**src/verilog/flash_sig_pkg.sv**
```systemverilog
// Offsets, fields, reset values and types shared by the flash signature block
`default_nettype none

package flash_sig_pkg;

  // ==========================================================
  // Bus geometry
  localparam int ADDR_W     = 8;
  localparam int DATA_W     = 32;
  localparam int WORD_W     = 144;
  localparam int SIG_SLICES = 4;

  // ==========================================================
  // Register byte offsets
  localparam logic [7:0] OFF_CTRL      = 8'h00;
  localparam logic [7:0] OFF_STATUS    = 8'h04;
  localparam logic [7:0] OFF_TEST_LOW  = 8'h08;
  localparam logic [7:0] OFF_TEST_HIGH = 8'h0c;
  localparam logic [7:0] OFF_SIG0      = 8'h10;
  localparam logic [7:0] OFF_SIG1      = 8'h14;
  localparam logic [7:0] OFF_SIG2      = 8'h18;
  localparam logic [7:0] OFF_SIG3      = 8'h1c;

  // ==========================================================
  // Control and status fields
  localparam int CTRL_ERASE    = 0;
  localparam int CTRL_PROGRAM  = 1;
  localparam int CTRL_HV       = 2;
  localparam int CTRL_START    = 3;
  localparam int CTRL_ECC_EN   = 4;
  localparam int CTRL_SYN_LSB  = 8;
  localparam int SYN_W         = 8;
  localparam int STAT_MODIFY   = 0;
  localparam int STAT_INTEG    = 1;
  localparam int STAT_BUSY     = 2;
  localparam logic [31:0] CTRL_MASK       = 32'h0000ff1f;
  localparam logic [31:0] CTRL_START_MASK = 32'h00000008;

  // ==========================================================
  // Reset values and signature feedback
  localparam logic [31:0]  CTRL_RESET = 32'h00000000;
  localparam logic [31:0]  TEST_RESET = 32'h00000000;
  localparam logic [143:0] SIG_RESET  = 144'h0;
  localparam logic [143:0] MISR_TAPS  = 144'h0000_0000_0000_0000_0000_0000_0000_0000_0086;
  localparam int NUM_READS_DEFAULT    = 16;

  localparam logic [1:0] RESP_OKAY   = 2'h0;
  localparam logic [1:0] RESP_SLVERR = 2'h2;

  typedef enum logic [1:0] {
    SEQ_IDLE   = 2'h0,
    SEQ_WAIT   = 2'h1,
    SEQ_FINISH = 2'h3
  } seq_state_t;

endpackage : flash_sig_pkg

`default_nettype wire

```
**src/verilog/flash_ecc_test_signature.sv**
```systemverilog
// Flash ECC test-input and array signature registers behind an AXI4-Lite slave
//
// Notes on behaviour
// RULE1 - Test-input registers read as zero and ignore writes unless both done flags are high.
// RULE2 - The low test-input word drives bits 31:0 of the forced ECC double word.
// RULE3 - Each test-input bit forces its ECC input to the value written.
// RULE4 - The high test-input word drives bits 63:32 of the forced ECC double word.
// RULE5 - Signature slice 0 shows signature bits 31:0.
// RULE6 - Signature slice 1 shows signature bits 63:32.
// RULE7 - Signature slice 2 shows signature bits 95:64.
// RULE8 - Signature slice 3 shows signature bits 127:96.
// RULE9 - Every array read during a check is folded into the signature.
// RULE10 - A software write to a slice seeds the signature from which accumulation continues.
// RULE11 - Signature slices read as zero and ignore writes unless both done flags are high.
// RULE12 - The integrity-done flag drops when a check starts and rises when it ends.
// RULE13 - The ECC check runs only while the ECC-check enable bit is set.
// RULE14 - During an ECC check the syndrome field forces the eight syndrome bits.
// RULE15 - The start bit can be set only while erase, program and high-voltage bits are low.
// RULE16 - The signature is a linear-feedback shift over the 144-bit state, one step per read.
`default_nettype none

module flash_ecc_test_signature #(
  parameter int NUM_READS = flash_sig_pkg::NUM_READS_DEFAULT
) (
  input  wire logic                              CLK,
  input  wire logic                              RST_N,
  input  wire logic [flash_sig_pkg::ADDR_W-1:0]  S_AXI_AWADDR,
  input  wire logic                              S_AXI_AWVALID,
  output logic                                   S_AXI_AWREADY,
  input  wire logic [31:0]                       S_AXI_WDATA,
  input  wire logic [3:0]                        S_AXI_WSTRB,
  input  wire logic                              S_AXI_WVALID,
  output logic                                   S_AXI_WREADY,
  output logic [1:0]                             S_AXI_BRESP,
  output logic                                   S_AXI_BVALID,
  input  wire logic                              S_AXI_BREADY,
  input  wire logic [flash_sig_pkg::ADDR_W-1:0]  S_AXI_ARADDR,
  input  wire logic                              S_AXI_ARVALID,
  output logic                                   S_AXI_ARREADY,
  output logic [31:0]                            S_AXI_RDATA,
  output logic [1:0]                             S_AXI_RRESP,
  output logic                                   S_AXI_RVALID,
  input  wire logic                              S_AXI_RREADY,
  input  wire logic                              MODIFY_DONE,
  output logic                                   ARRAY_RD_REQ,
  output logic [$clog2(NUM_READS)-1:0]           READ_INDEX,
  input  wire logic                              ARRAY_RD_VALID,
  input  wire logic [flash_sig_pkg::WORD_W-1:0]  ARRAY_RD_DATA,
  output logic                                   ECC_FORCE_EN,
  output logic [63:0]                            ECC_FORCE_DATA,
  output logic [flash_sig_pkg::SYN_W-1:0]        ECC_FORCE_SYNDROME,
  output logic                                   INTEGRITY_DONE
);

  localparam int IDX_W = $clog2(NUM_READS);

  logic [flash_sig_pkg::ADDR_W-1:0]  wr_addr;
  logic [31:0]                       wr_data;
  logic [3:0]                        wr_strb;
  logic [31:0]                       ctrl;
  logic [31:0]                       test_low;
  logic [31:0]                       test_high;
  logic [flash_sig_pkg::WORD_W-1:0]  sig_state;
  flash_sig_pkg::seq_state_t         seq;

  // ==========================================================
  // Write decode
  wire        access_ok  = MODIFY_DONE & INTEGRITY_DONE;
  wire        wr_go      = !S_AXI_AWREADY & !S_AXI_WREADY & !S_AXI_BVALID;
  wire [31:0] strb_mask  = {{8{wr_strb[3]}}, {8{wr_strb[2]}}, {8{wr_strb[1]}}, {8{wr_strb[0]}}};
  wire        wr_ctrl    = wr_go & (wr_addr == flash_sig_pkg::OFF_CTRL);
  wire        wr_low     = wr_go & (wr_addr == flash_sig_pkg::OFF_TEST_LOW);
  wire        wr_high    = wr_go & (wr_addr == flash_sig_pkg::OFF_TEST_HIGH);
  wire        wr_sig_hit = (wr_addr >= flash_sig_pkg::OFF_SIG0) & (wr_addr <= flash_sig_pkg::OFF_SIG3)
                         & (wr_addr[1:0] == 2'h0);
  wire        wr_mapped  = wr_sig_hit | (wr_addr[1:0] == 2'h0) & (wr_addr <= flash_sig_pkg::OFF_TEST_HIGH);
  wire [1:0]  wr_slice   = wr_addr[3:2];

  // ==========================================================
  // Control register next value
  wire [31:0] ctrl_merged = ((ctrl & ~strb_mask) | (wr_data & strb_mask)) & flash_sig_pkg::CTRL_MASK;
  // RULE15 - start refused while erase, program or high voltage is selected
  wire        start_allowed = !ctrl_merged[flash_sig_pkg::CTRL_ERASE] & !ctrl_merged[flash_sig_pkg::CTRL_PROGRAM]
                            & !ctrl_merged[flash_sig_pkg::CTRL_HV];
  wire        keep_start = ctrl_merged[flash_sig_pkg::CTRL_START] & (ctrl[flash_sig_pkg::CTRL_START] | start_allowed);
  wire [31:0] ctrl_open  = keep_start ? (ctrl_merged | flash_sig_pkg::CTRL_START_MASK)
                                      : (ctrl_merged & ~flash_sig_pkg::CTRL_START_MASK);
  // While an operation runs only clearing the start bit gets through
  wire [31:0] ctrl_lock  = ctrl_merged[flash_sig_pkg::CTRL_START] ? ctrl
                                                                  : (ctrl & ~flash_sig_pkg::CTRL_START_MASK);
  wire [31:0] next_ctrl  = !wr_ctrl ? ctrl : (access_ok ? ctrl_open : ctrl_lock);
  wire        launch     = wr_ctrl & access_ok & keep_start & !ctrl[flash_sig_pkg::CTRL_START];

  // ==========================================================
  // Read decode
  wire [flash_sig_pkg::ADDR_W-1:0] ra = S_AXI_ARADDR;
  wire        rd_sig_hit = (ra >= flash_sig_pkg::OFF_SIG0) & (ra <= flash_sig_pkg::OFF_SIG3) & (ra[1:0] == 2'h0);
  wire        rd_test    = (ra == flash_sig_pkg::OFF_TEST_LOW) | (ra == flash_sig_pkg::OFF_TEST_HIGH);
  wire        rd_mapped  = rd_sig_hit | (ra[1:0] == 2'h0) & (ra <= flash_sig_pkg::OFF_TEST_HIGH);
  wire [31:0] status_word = {29'h0, seq != flash_sig_pkg::SEQ_IDLE, INTEGRITY_DONE, MODIFY_DONE};
  // RULE5 RULE6 RULE7 RULE8 slice k maps to signature bits 32k+31:32k
  wire [31:0] rd_sig     = sig_state[32*ra[3:2] +: 32];
  wire [31:0] rd_raw     = rd_sig_hit                            ? rd_sig :
                           (ra == flash_sig_pkg::OFF_CTRL)       ? ctrl :
                           (ra == flash_sig_pkg::OFF_STATUS)     ? status_word :
                           (ra == flash_sig_pkg::OFF_TEST_LOW)   ? test_low :
                           (ra == flash_sig_pkg::OFF_TEST_HIGH)  ? test_high : 32'h0;
  // RULE1 RULE11 gated reads return zero
  wire [31:0] rd_value   = ((rd_sig_hit | rd_test) & !access_ok) ? 32'h0 : rd_raw;

  // ==========================================================
  // AXI4-Lite write channel
  always_ff @(posedge CLK or negedge RST_N) begin
    if (!RST_N) begin
      S_AXI_AWREADY <= 1'b1;
      S_AXI_WREADY  <= 1'b1;
      S_AXI_BVALID  <= 1'b0;
      S_AXI_BRESP   <= flash_sig_pkg::RESP_OKAY;
      wr_addr       <= '0;
      wr_data       <= 32'h0;
      wr_strb       <= 4'h0;
    end else begin
      if (S_AXI_AWVALID && S_AXI_AWREADY) begin
        S_AXI_AWREADY <= 1'b0;
        wr_addr       <= S_AXI_AWADDR;
      end
      if (S_AXI_WVALID && S_AXI_WREADY) begin
        S_AXI_WREADY <= 1'b0;
        wr_data      <= S_AXI_WDATA;
        wr_strb      <= S_AXI_WSTRB;
      end
      if (wr_go) begin
        S_AXI_BVALID <= 1'b1;
        S_AXI_BRESP  <= wr_mapped ? flash_sig_pkg::RESP_OKAY : flash_sig_pkg::RESP_SLVERR;
      end
      if (S_AXI_BVALID && S_AXI_BREADY) begin
        S_AXI_BVALID  <= 1'b0;
        S_AXI_AWREADY <= 1'b1;
        S_AXI_WREADY  <= 1'b1;
      end
    end
  end

  // ==========================================================
  // AXI4-Lite read channel
  always_ff @(posedge CLK or negedge RST_N) begin
    if (!RST_N) begin
      S_AXI_ARREADY <= 1'b1;
      S_AXI_RVALID  <= 1'b0;
      S_AXI_RDATA   <= 32'h0;
      S_AXI_RRESP   <= flash_sig_pkg::RESP_OKAY;
    end else if (S_AXI_ARVALID && S_AXI_ARREADY) begin
      S_AXI_ARREADY <= 1'b0;
      S_AXI_RVALID  <= 1'b1;
      S_AXI_RDATA   <= rd_value;
      S_AXI_RRESP   <= rd_mapped ? flash_sig_pkg::RESP_OKAY : flash_sig_pkg::RESP_SLVERR;
    end else if (S_AXI_RVALID && S_AXI_RREADY) begin
      S_AXI_ARREADY <= 1'b1;
      S_AXI_RVALID  <= 1'b0;
    end
  end

  // ==========================================================
  // Software registers
  always_ff @(posedge CLK or negedge RST_N) begin
    if (!RST_N) begin
      ctrl      <= flash_sig_pkg::CTRL_RESET;
      test_low  <= flash_sig_pkg::TEST_RESET;
      test_high <= flash_sig_pkg::TEST_RESET;
    end else begin
      ctrl <= next_ctrl;
      // RULE1 RULE3 test words store each written bit when open
      if (wr_low && access_ok) begin
        test_low <= (test_low & ~strb_mask) | (wr_data & strb_mask);
      end
      if (wr_high && access_ok) begin
        test_high <= (test_high & ~strb_mask) | (wr_data & strb_mask);
      end
    end
  end

  // RULE2 RULE4 forced double word, even word low
  assign ECC_FORCE_DATA     = {test_high, test_low};
  // RULE14 syndrome field forced beside the data
  assign ECC_FORCE_SYNDROME = ctrl[flash_sig_pkg::CTRL_SYN_LSB +: flash_sig_pkg::SYN_W];

  // ==========================================================
  // Check sequencer
  wire rd_taken  = (seq == flash_sig_pkg::SEQ_WAIT) & ARRAY_RD_VALID;
  // An ECC check needs one read of the forced word only
  wire last_read = ECC_FORCE_EN | (READ_INDEX == IDX_W'(NUM_READS - 1));

  always_ff @(posedge CLK or negedge RST_N) begin
    if (!RST_N) begin
      seq            <= flash_sig_pkg::SEQ_IDLE;
      INTEGRITY_DONE <= 1'b1;
      ECC_FORCE_EN   <= 1'b0;
      ARRAY_RD_REQ   <= 1'b0;
      READ_INDEX     <= '0;
    end else begin
      ARRAY_RD_REQ <= 1'b0;
      case (seq)
        flash_sig_pkg::SEQ_IDLE: begin
          // RULE12 done drops as the check starts
          if (launch) begin
            seq            <= flash_sig_pkg::SEQ_WAIT;
            INTEGRITY_DONE <= 1'b0;
            // RULE13 ECC check only with enable set
            ECC_FORCE_EN   <= ctrl_open[flash_sig_pkg::CTRL_ECC_EN];
            ARRAY_RD_REQ   <= 1'b1;
            READ_INDEX     <= '0;
          end
        end
        flash_sig_pkg::SEQ_WAIT: begin
          // RULE9 each returned read advances the walk
          if (rd_taken && last_read) begin
            seq <= flash_sig_pkg::SEQ_FINISH;
          end else if (rd_taken) begin
            ARRAY_RD_REQ <= 1'b1;
            READ_INDEX   <= READ_INDEX + IDX_W'(1);
          end
        end
        flash_sig_pkg::SEQ_FINISH: begin
          // RULE12 done rises when the check ends
          seq            <= flash_sig_pkg::SEQ_IDLE;
          INTEGRITY_DONE <= 1'b1;
          ECC_FORCE_EN   <= 1'b0;
        end
        default: begin
          seq <= flash_sig_pkg::SEQ_IDLE;
        end
      endcase
    end
  end

  // ==========================================================
  // Signature accumulator
  // RULE10 RULE11 seed writes only while open
  wire [3:0]  sig_load  = (wr_go & wr_sig_hit & access_ok) ? (4'h1 << wr_slice) : 4'h0;
  wire [31:0] sig_old   = sig_state[32*wr_slice +: 32];
  wire [31:0] sig_seed  = (sig_old & ~strb_mask) | (wr_data & strb_mask);

  signature_shift_reg #(
    .WIDTH   (flash_sig_pkg::WORD_W),
    .SLICE_W (flash_sig_pkg::DATA_W),
    .SLICES  (flash_sig_pkg::SIG_SLICES)
  ) u_signature (
    .clk       (CLK),
    .rst_n     (RST_N),
    .step      (rd_taken),
    .data_in   (ARRAY_RD_DATA),
    .load_sel  (sig_load),
    .load_data (sig_seed),
    .state     (sig_state)
  );

  wire ar_go = S_AXI_ARVALID & S_AXI_ARREADY;
endmodule : flash_ecc_test_signature

`default_nettype wire

```
**src/verilog/signature_shift_reg.sv**
```systemverilog
// Multiple-input signature shift register with per-slice software seeding
`default_nettype none

module signature_shift_reg #(
  parameter int WIDTH   = flash_sig_pkg::WORD_W,
  parameter int SLICE_W = flash_sig_pkg::DATA_W,
  parameter int SLICES  = flash_sig_pkg::SIG_SLICES
) (
  input  wire logic               clk,
  input  wire logic               rst_n,
  input  wire logic               step,
  input  wire logic [WIDTH-1:0]   data_in,
  input  wire logic [SLICES-1:0]  load_sel,
  input  wire logic [SLICE_W-1:0] load_data,
  output logic      [WIDTH-1:0]   state
);

  wire              fb = state[WIDTH-1];
  logic [WIDTH-1:0] next_shift;
  logic [WIDTH-1:0] next_load;

  // ==========================================================
  // Shift and seed paths
  genvar i;
  generate
    for (i = 0; i < WIDTH; i++) begin : g_bit
      if (i == 0) begin : g_first
        assign next_shift[i] = fb ^ data_in[i];
      end else begin : g_rest
        assign next_shift[i] = state[i-1] ^ data_in[i] ^ (flash_sig_pkg::MISR_TAPS[i] & fb);
      end
      if (i < SLICES * SLICE_W) begin : g_seed
        assign next_load[i] = load_sel[i / SLICE_W] ? load_data[i % SLICE_W] : state[i];
      end else begin : g_keep
        assign next_load[i] = state[i];
      end
    end
  endgenerate

  // RULE16 - one shift per read
  always_ff @(posedge clk or negedge rst_n) begin
    if (!rst_n) begin
      state <= WIDTH'(flash_sig_pkg::SIG_RESET);
    end else begin
      state <= step ? next_shift : next_load;
    end
  end
endmodule : signature_shift_reg

`default_nettype wire
```
**config.mk**
```make
export PLATFORM = sky130hd
export DESIGN_NAME = flash_ecc_test_signature
export DESIGN_NICKNAME = d
export VERILOG_FILES = /design/src/verilog/flash_sig_pkg.sv /design/src/verilog/flash_ecc_test_signature.sv /design/src/verilog/signature_shift_reg.sv
export SDC_FILE = /design/constraint.sdc
export NUM_CORES = 1
export LEC_CHECK = 0
export BUFFER_PORTS_ARGS = -buffer_cell sky130_fd_sc_hd__buf_2
export CORE_UTILIZATION = 60
export CTS_BUF_LIST = sky130_fd_sc_hd__clkbuf_4
export DETAILED_ROUTE_END_ITERATION = 12
export PLACE_DENSITY = 0.82
export SLEW_MARGIN = 20
export SYNTH_ARGS = -nofsm -noshare
export SYNTH_HDL_FRONTEND = slang
export SYNTH_SLANG_ARGS = --single-unit
```
**constraint.sdc**
```tcl
create_clock -name CLK -period 5.72 [get_ports CLK]
set_clock_uncertainty 0.05 [all_clocks]
set_input_delay 0.572 -clock CLK [delete_from_list [all_inputs] [get_ports CLK]]
set_output_delay 0.572 -clock CLK [all_outputs]
set_load 0.02 [all_outputs]
```
# Word-level counts from Yosys, hierarchy flattened
# Cells that the tools add are included.
[word_totals]
ff_bits = 334
inputBits = 205
output_inout_bits = 120
word_cells = 436
[classes]
add_sub_neg = 1
order_cmp = 6
n_eq_ne = 13
n_shift = 3
muxes = 166
bitwise = 185
n_reduce_logical = 37
[op_table]
columns = ["cell", "n"]
rows = [
  ["$shiftx 144x8->32", 2],
  ["$mux 32", 7],
  ["$xor 1x1->1", 147],
  ["$mux 144", 1],
  ["$mux 1", 143],
  ["$and 32x32->32", 4],
  ["$or 32x32->32", 3],
  ["$eq 8x4->1 const B", 4],
  ["$not 32->32", 1],
  ["$mux 4", 6],
  ["$and 1x1->1", 22],
  ["$reduce_bool 2->1", 11],
  ["$and 16x16->16", 1],
  ["$ge 8x5->1 const B", 2],
  ["$le 8x4->1 const B", 2],
  ["$le 8x5->1 const B", 2],
  ["$logic_not 8->1", 2],
  ["$or 16x16->16", 1],
  ["$eq 8x3->1 const B", 1],
  ["$logic_and 1x1->1", 8],
  ["$logic_not 1->1", 8],
  ["$mux 2", 4],
  ["$ne 2x2->1 const B", 4],
  ["$pmux 4 s2", 1],
  ["12 further kinds", 24],
]

# Logic depth before layout (Yosys ltp)
[logic_depth]
ltp_word = 12
mapped_depth = 8
ltp_nobuf = 5

# By module
# A second synthesis with hierarchy kept.
[hier_totals]
hier_cells = 1306
area_unflattened_um2 = 17250.3
[by_module_without_submodules]
columns = ["module", "n_inst", "cells_per_inst", "area_each_um2", "seq_area_each_um2"]
rows = [
  ["flash_ecc_test_signature", 1, 696, 9379.0, 4234.1],
  ["signature_shift_reg", 1, 610, 7871.3, 3603.5],
]

# Worst setup path after synthesis
# Ideal clock, no wire load.
[synth_timing]
kind = "register -> register"
from = "register S_AXI_BVALID"
to = "register test_high[16]"
setup_ns = 0.125
t_arrival_ns = 2.280
required_time_ns = 5.545
slack_ns = 3.265
stages_incl_launch_ff = 6
n_path_buf = 1
synth_period_minus_slack_ns = 2.455
path_cell_list = "dfrtp_1 -> or4_4 -> nor4_4 -> and4_1 -> buf_2 -> mux2_2"
[synth_between]
elab_chain_len = 4
[synth_lines]
columns = ["element", "line", "source"]
rows = [
  ["start: declaration", "flash_ecc_test_signature.sv:35", "output logic S_AXI_BVALID,"],
  ["start signal: assignment", "flash_ecc_test_signature.sv:117", "S_AXI_BVALID <= 1'b0;"],
  ["start signal: assignment", "flash_ecc_test_signature.sv:133", "S_AXI_BVALID <= 1'b1;"],
  ["start signal: assignment", "flash_ecc_test_signature.sv:137", "S_AXI_BVALID <= 1'b0;"],
  ["$logic_not 1->1", "flash_ecc_test_signature.sv:69", "wire wr_go = !S_AXI_AWREADY & !S_AXI_WREADY & !S_AXI_BVALID;"],
  ["$and 1x1->1", "flash_ecc_test_signature.sv:69", ""],
  ["$and 1x1->1", "flash_ecc_test_signature.sv:73", "wire wr_high = wr_go & (wr_addr == flash_sig_pkg::OFF_TEST_HIGH);"],
  ["$logic_and 1x1->1", "flash_ecc_test_signature.sv:176", "if (wr_high && access_ok) begin"],
  ["end signal: assignment", "flash_ecc_test_signature.sv:169", "test_high <= flash_sig_pkg::TEST_RESET;"],
  ["end signal: assignment", "flash_ecc_test_signature.sv:177", "test_high <= (test_high & ~strb_mask) | (wr_data & strb_mask);"],
  ["end: declaration", "flash_ecc_test_signature.sv:62", "logic [31:0] test_high;"],
]
# No other way between the ends.
# A chain may end at the register's enable or synchronous reset.

# Worst setup path in the final report
[layout_timing]
from = "register wr_addr[1] (netlist bit)"
to = "register u_signature.state[66]"
[layout_between]
elab_chain_len = 7
word_cells_on_any_way = 9
cone_classes = "order compare (2); mux (1); bitwise (4); reduce/logical (2)"
[layout_lines]
columns = ["element", "line", "source"]
rows = [
  ["start: declaration", "flash_ecc_test_signature.sv:57", "logic [flash_sig_pkg::ADDR_W-1:0] wr_addr;"],
  ["start signal: assignment", "flash_ecc_test_signature.sv:119", "wr_addr <= '0;"],
  ["start signal: assignment", "flash_ecc_test_signature.sv:125", "wr_addr <= S_AXI_AWADDR;"],
  ["$ge 8x5->1 or $le 8x5->1 (tied branches)", "flash_ecc_test_signature.sv:74", "wire wr_sig_hit = (wr_addr >= flash_sig_pkg::OFF_SIG0) & (wr_addr <= flash_sig_pkg::OFF_SIG3)"],
  ["$and 1x1->1", "flash_ecc_test_signature.sv:74", ""],
  ["$and 1x1->1 *", "flash_ecc_test_signature.sv:75", "& (wr_addr[1:0] == 2'h0);"],
  ["$and 1x1->1 * (2 in a row)", "flash_ecc_test_signature.sv:239", "wire [3:0] sig_load = (wr_go & wr_sig_hit & access_ok) ? (4'h1 << wr_slice) : 4'h0;"],
  ["$mux 4 *", "flash_ecc_test_signature.sv:239", ""],
  ["$reduce_bool 2->1 (no source line) *", "-", ""],
  ["end signal: assignment", "signature_shift_reg.sv:43", "state <= WIDTH'(flash_sig_pkg::SIG_RESET);"],
  ["end signal: assignment", "signature_shift_reg.sv:45", "state <= step ? next_shift : next_load;"],
  ["end: declaration", "signature_shift_reg.sv:15", "output logic [WIDTH-1:0] state"],
]
# Every way passes the cells marked *; elsewhere a longest branch is shown, timed or not.

==> results.yml <==
synthesis:
  synth_ff_type: "dfrtp_1"
  synth_area_leaders: "dfrtp_1, mux2_2, xnor2_1, mux4_2, mux2i_1"
  yosysTopAreaCellShare_pct: 45.92
  synth_seq_area_share_pct: 46.54
  synth.distinct_cells: 59
  syn_area_per_cell_sq_um: 11.27
  synth_async_sr_flop_share_pct: 100.0
  synth.largest_area_cell: "dfrtp_1"
  netlist_area_sq_um: 16840
  synth_edf_count: 0
  synthCells: 1494
  synth-seq-cells: 313
  yosys_warnings: 0
clock_tree:
  cts_sinks: 313
  clk_latency_ns: 0.74
  cts_buffer_depth: 3
  cts_buffers: 83
  cts_root_buf: "clkbuf_4"
  ctsHtreeMaxLevel: 3
  tritoncts: "done"
  path_clk_slew_ns: 0.06
  postCtsSetupBuffers: 0
route:
  vias_per_cell: 6.480
  wire_per_inst_um: 24.50
  highest_layer: "met4"
  drc: 0
  route.met2.wl_um: 23490
  wl_met1_um: 22190
  first_iter_violations: 2188
  wl_met3_um: 7538
  antenna_left: 0
  vias: 14630
  drt_first_pass_iters: 6
  totalWireLength_um: 55320
global_routing:
  grt_use_total_pct: 39.31
  grt_start_max_net_pins: 131
  grt_pass1_vias: 14290
  grt_overflow: 0
  antenna_found_initial: 4
  grt_pass1_wl_um: 84790
worst_setup_path:
  start_kind: "flip-flop"
  arrival_ns: 3.64
  path_cells: "nor4_1, nand4_2, buf_4, nand2b_1, o21ai_0"
  slowest_delay_ns: 0.88
  critPathRequiredTime_ns: 6.26
  slowest_stage: "nor4_1"
  worstPathMaxFanout: 30
  critPathCaptureType: "flip-flop"
  path_class: "reg2reg"
place:
  gp_congestion: 0.9775
  dp_hpwl_um: 38640
  numPortBuffers: 322
min_path:
  hold_class: "in2reg"
timing:
  slew_viol_final: 0
  timing.setup.tns_ns: 0
  max_freq_mhz: 322.2
  fin_crit_sh_pct: 54.27
  min_period_ns: 3.104
  slew_headroom_pct: 30.51
  rsz0062_at_grt: "false"
  hold_violations: 0
  tightest_slew_ns: 1.033
  setup_viol: 0
pwr:
  p_leak_nw: 9.216
  peakVddDrop_mv: 0.3033
  powerDensity_nw_per_um2: 508.9
die:
  die_x_um: 169.5
  io_pins: 325
  coreArea_sq_um: 27250
  rows: 60
  initial_utilization_pct: 61.80
  die_y_um: 169.5
  die_area_sq_um: 28740
final_layout:
  final_util_pct: 72.91
  synthToLayoutAreaGrowth_pct: 17.98
  nets: 2033
  drive_gt1_share_pct: 38.26
job:
  drv_cap: 0
outcome:
  status: "finished, final reports clean"
## metrics by stage
stage	hold WS [ns]	cell area (sq um)	std cells	setup slack [ns]	power, mW
2_1_floorplan	0.2264	16840	1495	3.265	6.552
3_3_place_gp	0.4071	18630	2098	2.839	7.730
3_5_place_dp	0.4243	18630	2098	2.718	7.874
4_1_cts	0.002379	19860	2254	2.632	9.942
5_1_grt	0.01602	19870	2257	2.319	10.59
6_report	0.02713	19870	2258	2.616	10.11
## registers in the layout (all words and copies together) (netlist names), 2 cells and up
register,cells
S_AXI_RDATA,32
wr_data,32
wr_strb,4
ctrl,13
wr_addr,8
test_low,32
u_signature.state,144
test_high,32
READ_INDEX,4
seq,2
## power breakdown
part | leakage [nW] | switching [mW] | total, mW | internal [mW]
sequential | 3.93 | 1.33 | 4.30 | 2.97
clock | 0.629 | 0.958 | 2.05 | 1.09
combinational | 4.66 | 1.92 | 3.76 | 1.84
## cell usage after synthesis (all sizes together) (27+ instances only)
cell,count
o221a,44
nand4,27
buf,37
nor2,99
mux2,131
o21ai,126
mux4,46
xnor2,133
nand2,124
a31oi,79
clkbuf,75
dfrtp,309
mux2i,72
## cell families after synthesis
family	count (synthesis)	share of synthesized area, %
mux	249	19.19
fa+ha+maj	1	0.07429
buf+inv	121	3.054
compound gates	338	13.81
simple gates	325	9.466
flops	313	46.54
other cells	1	0.02227
xor+xnor	146	7.839
## worst max-delay path, delay by kind of cell (launching register included)
family	cells	cell delay, ns
buf+inv	1	0.36
simple gates	3	1.77
compound gates	1	0.38
flops	1	0.41
## metal layers
metal | track usage [%] | vias up
met4 | 17.12 | 0
li1 | - | 6240
met5 | 0 | -
met2 | 54.43 | 1122
met3 | 11.57 | 149
met1 | 57.40 | 7120
## area by class of cell
cell class,instances,area [sq um]
Tap cell,372,465.4
Sequential cell,313,7841
Inverter,9,33.78
Multi-Input combinational cell,1061,8498
Clock inverter,14,118.9
Clock buffer,126,945.9
Timing Repair Buffer,359,1954
Fill cell,1960,7383
Antenna cell,4,10.01
## cells in the final DEF (no fill, tap or decap), types with 5 or more instances in the layout
cell type      count
buf_2            320
dfrtp_1          308
xnor2_1          133
mux2_2           131
clkbuf_4         126
nand2_1          124
o21ai_0          120
nor2_1            99
a31oi_1           79
mux2i_1           72
mux4_2            46
o221a_2           44
nand4_1           23
o31ai_1           22
buf_4             21
a22o_1            19
a22oi_1           17
nor2b_1           16
dlygate4sd3_1     16
nand2b_1          11
xor2_1            10
a221oi_1          10
inv_1              9
clkinv_1           8
nand3_1            7
o21ai_1            6
nor3_1             5
o211ai_1           5
## final timing paths
path	to	cells past startpoint	start	slack, ns
max in group asynchronous	u_signature.state[106]	3	RST_N	3.69
min in group asynchronous	u_signature.state[109]	2	RST_N	0.50
max reg2reg	u_signature.state[66]	5	wr_addr[1]	2.62
max	u_signature.state[66]	5	wr_addr[1]	2.62
min	wr_data[26]	2	S_AXI_WDATA[26]	0.03
min reg2reg	S_AXI_RDATA[12]	2	S_AXI_RDATA[12]	0.44
## what timing repair did
action | in CTS | in global routing
hold endpoints to repair | 132 | 0
hold buffers | 16 | 0
gates resized for setup | 0 | 0
(Power assumes the default switching activity.)
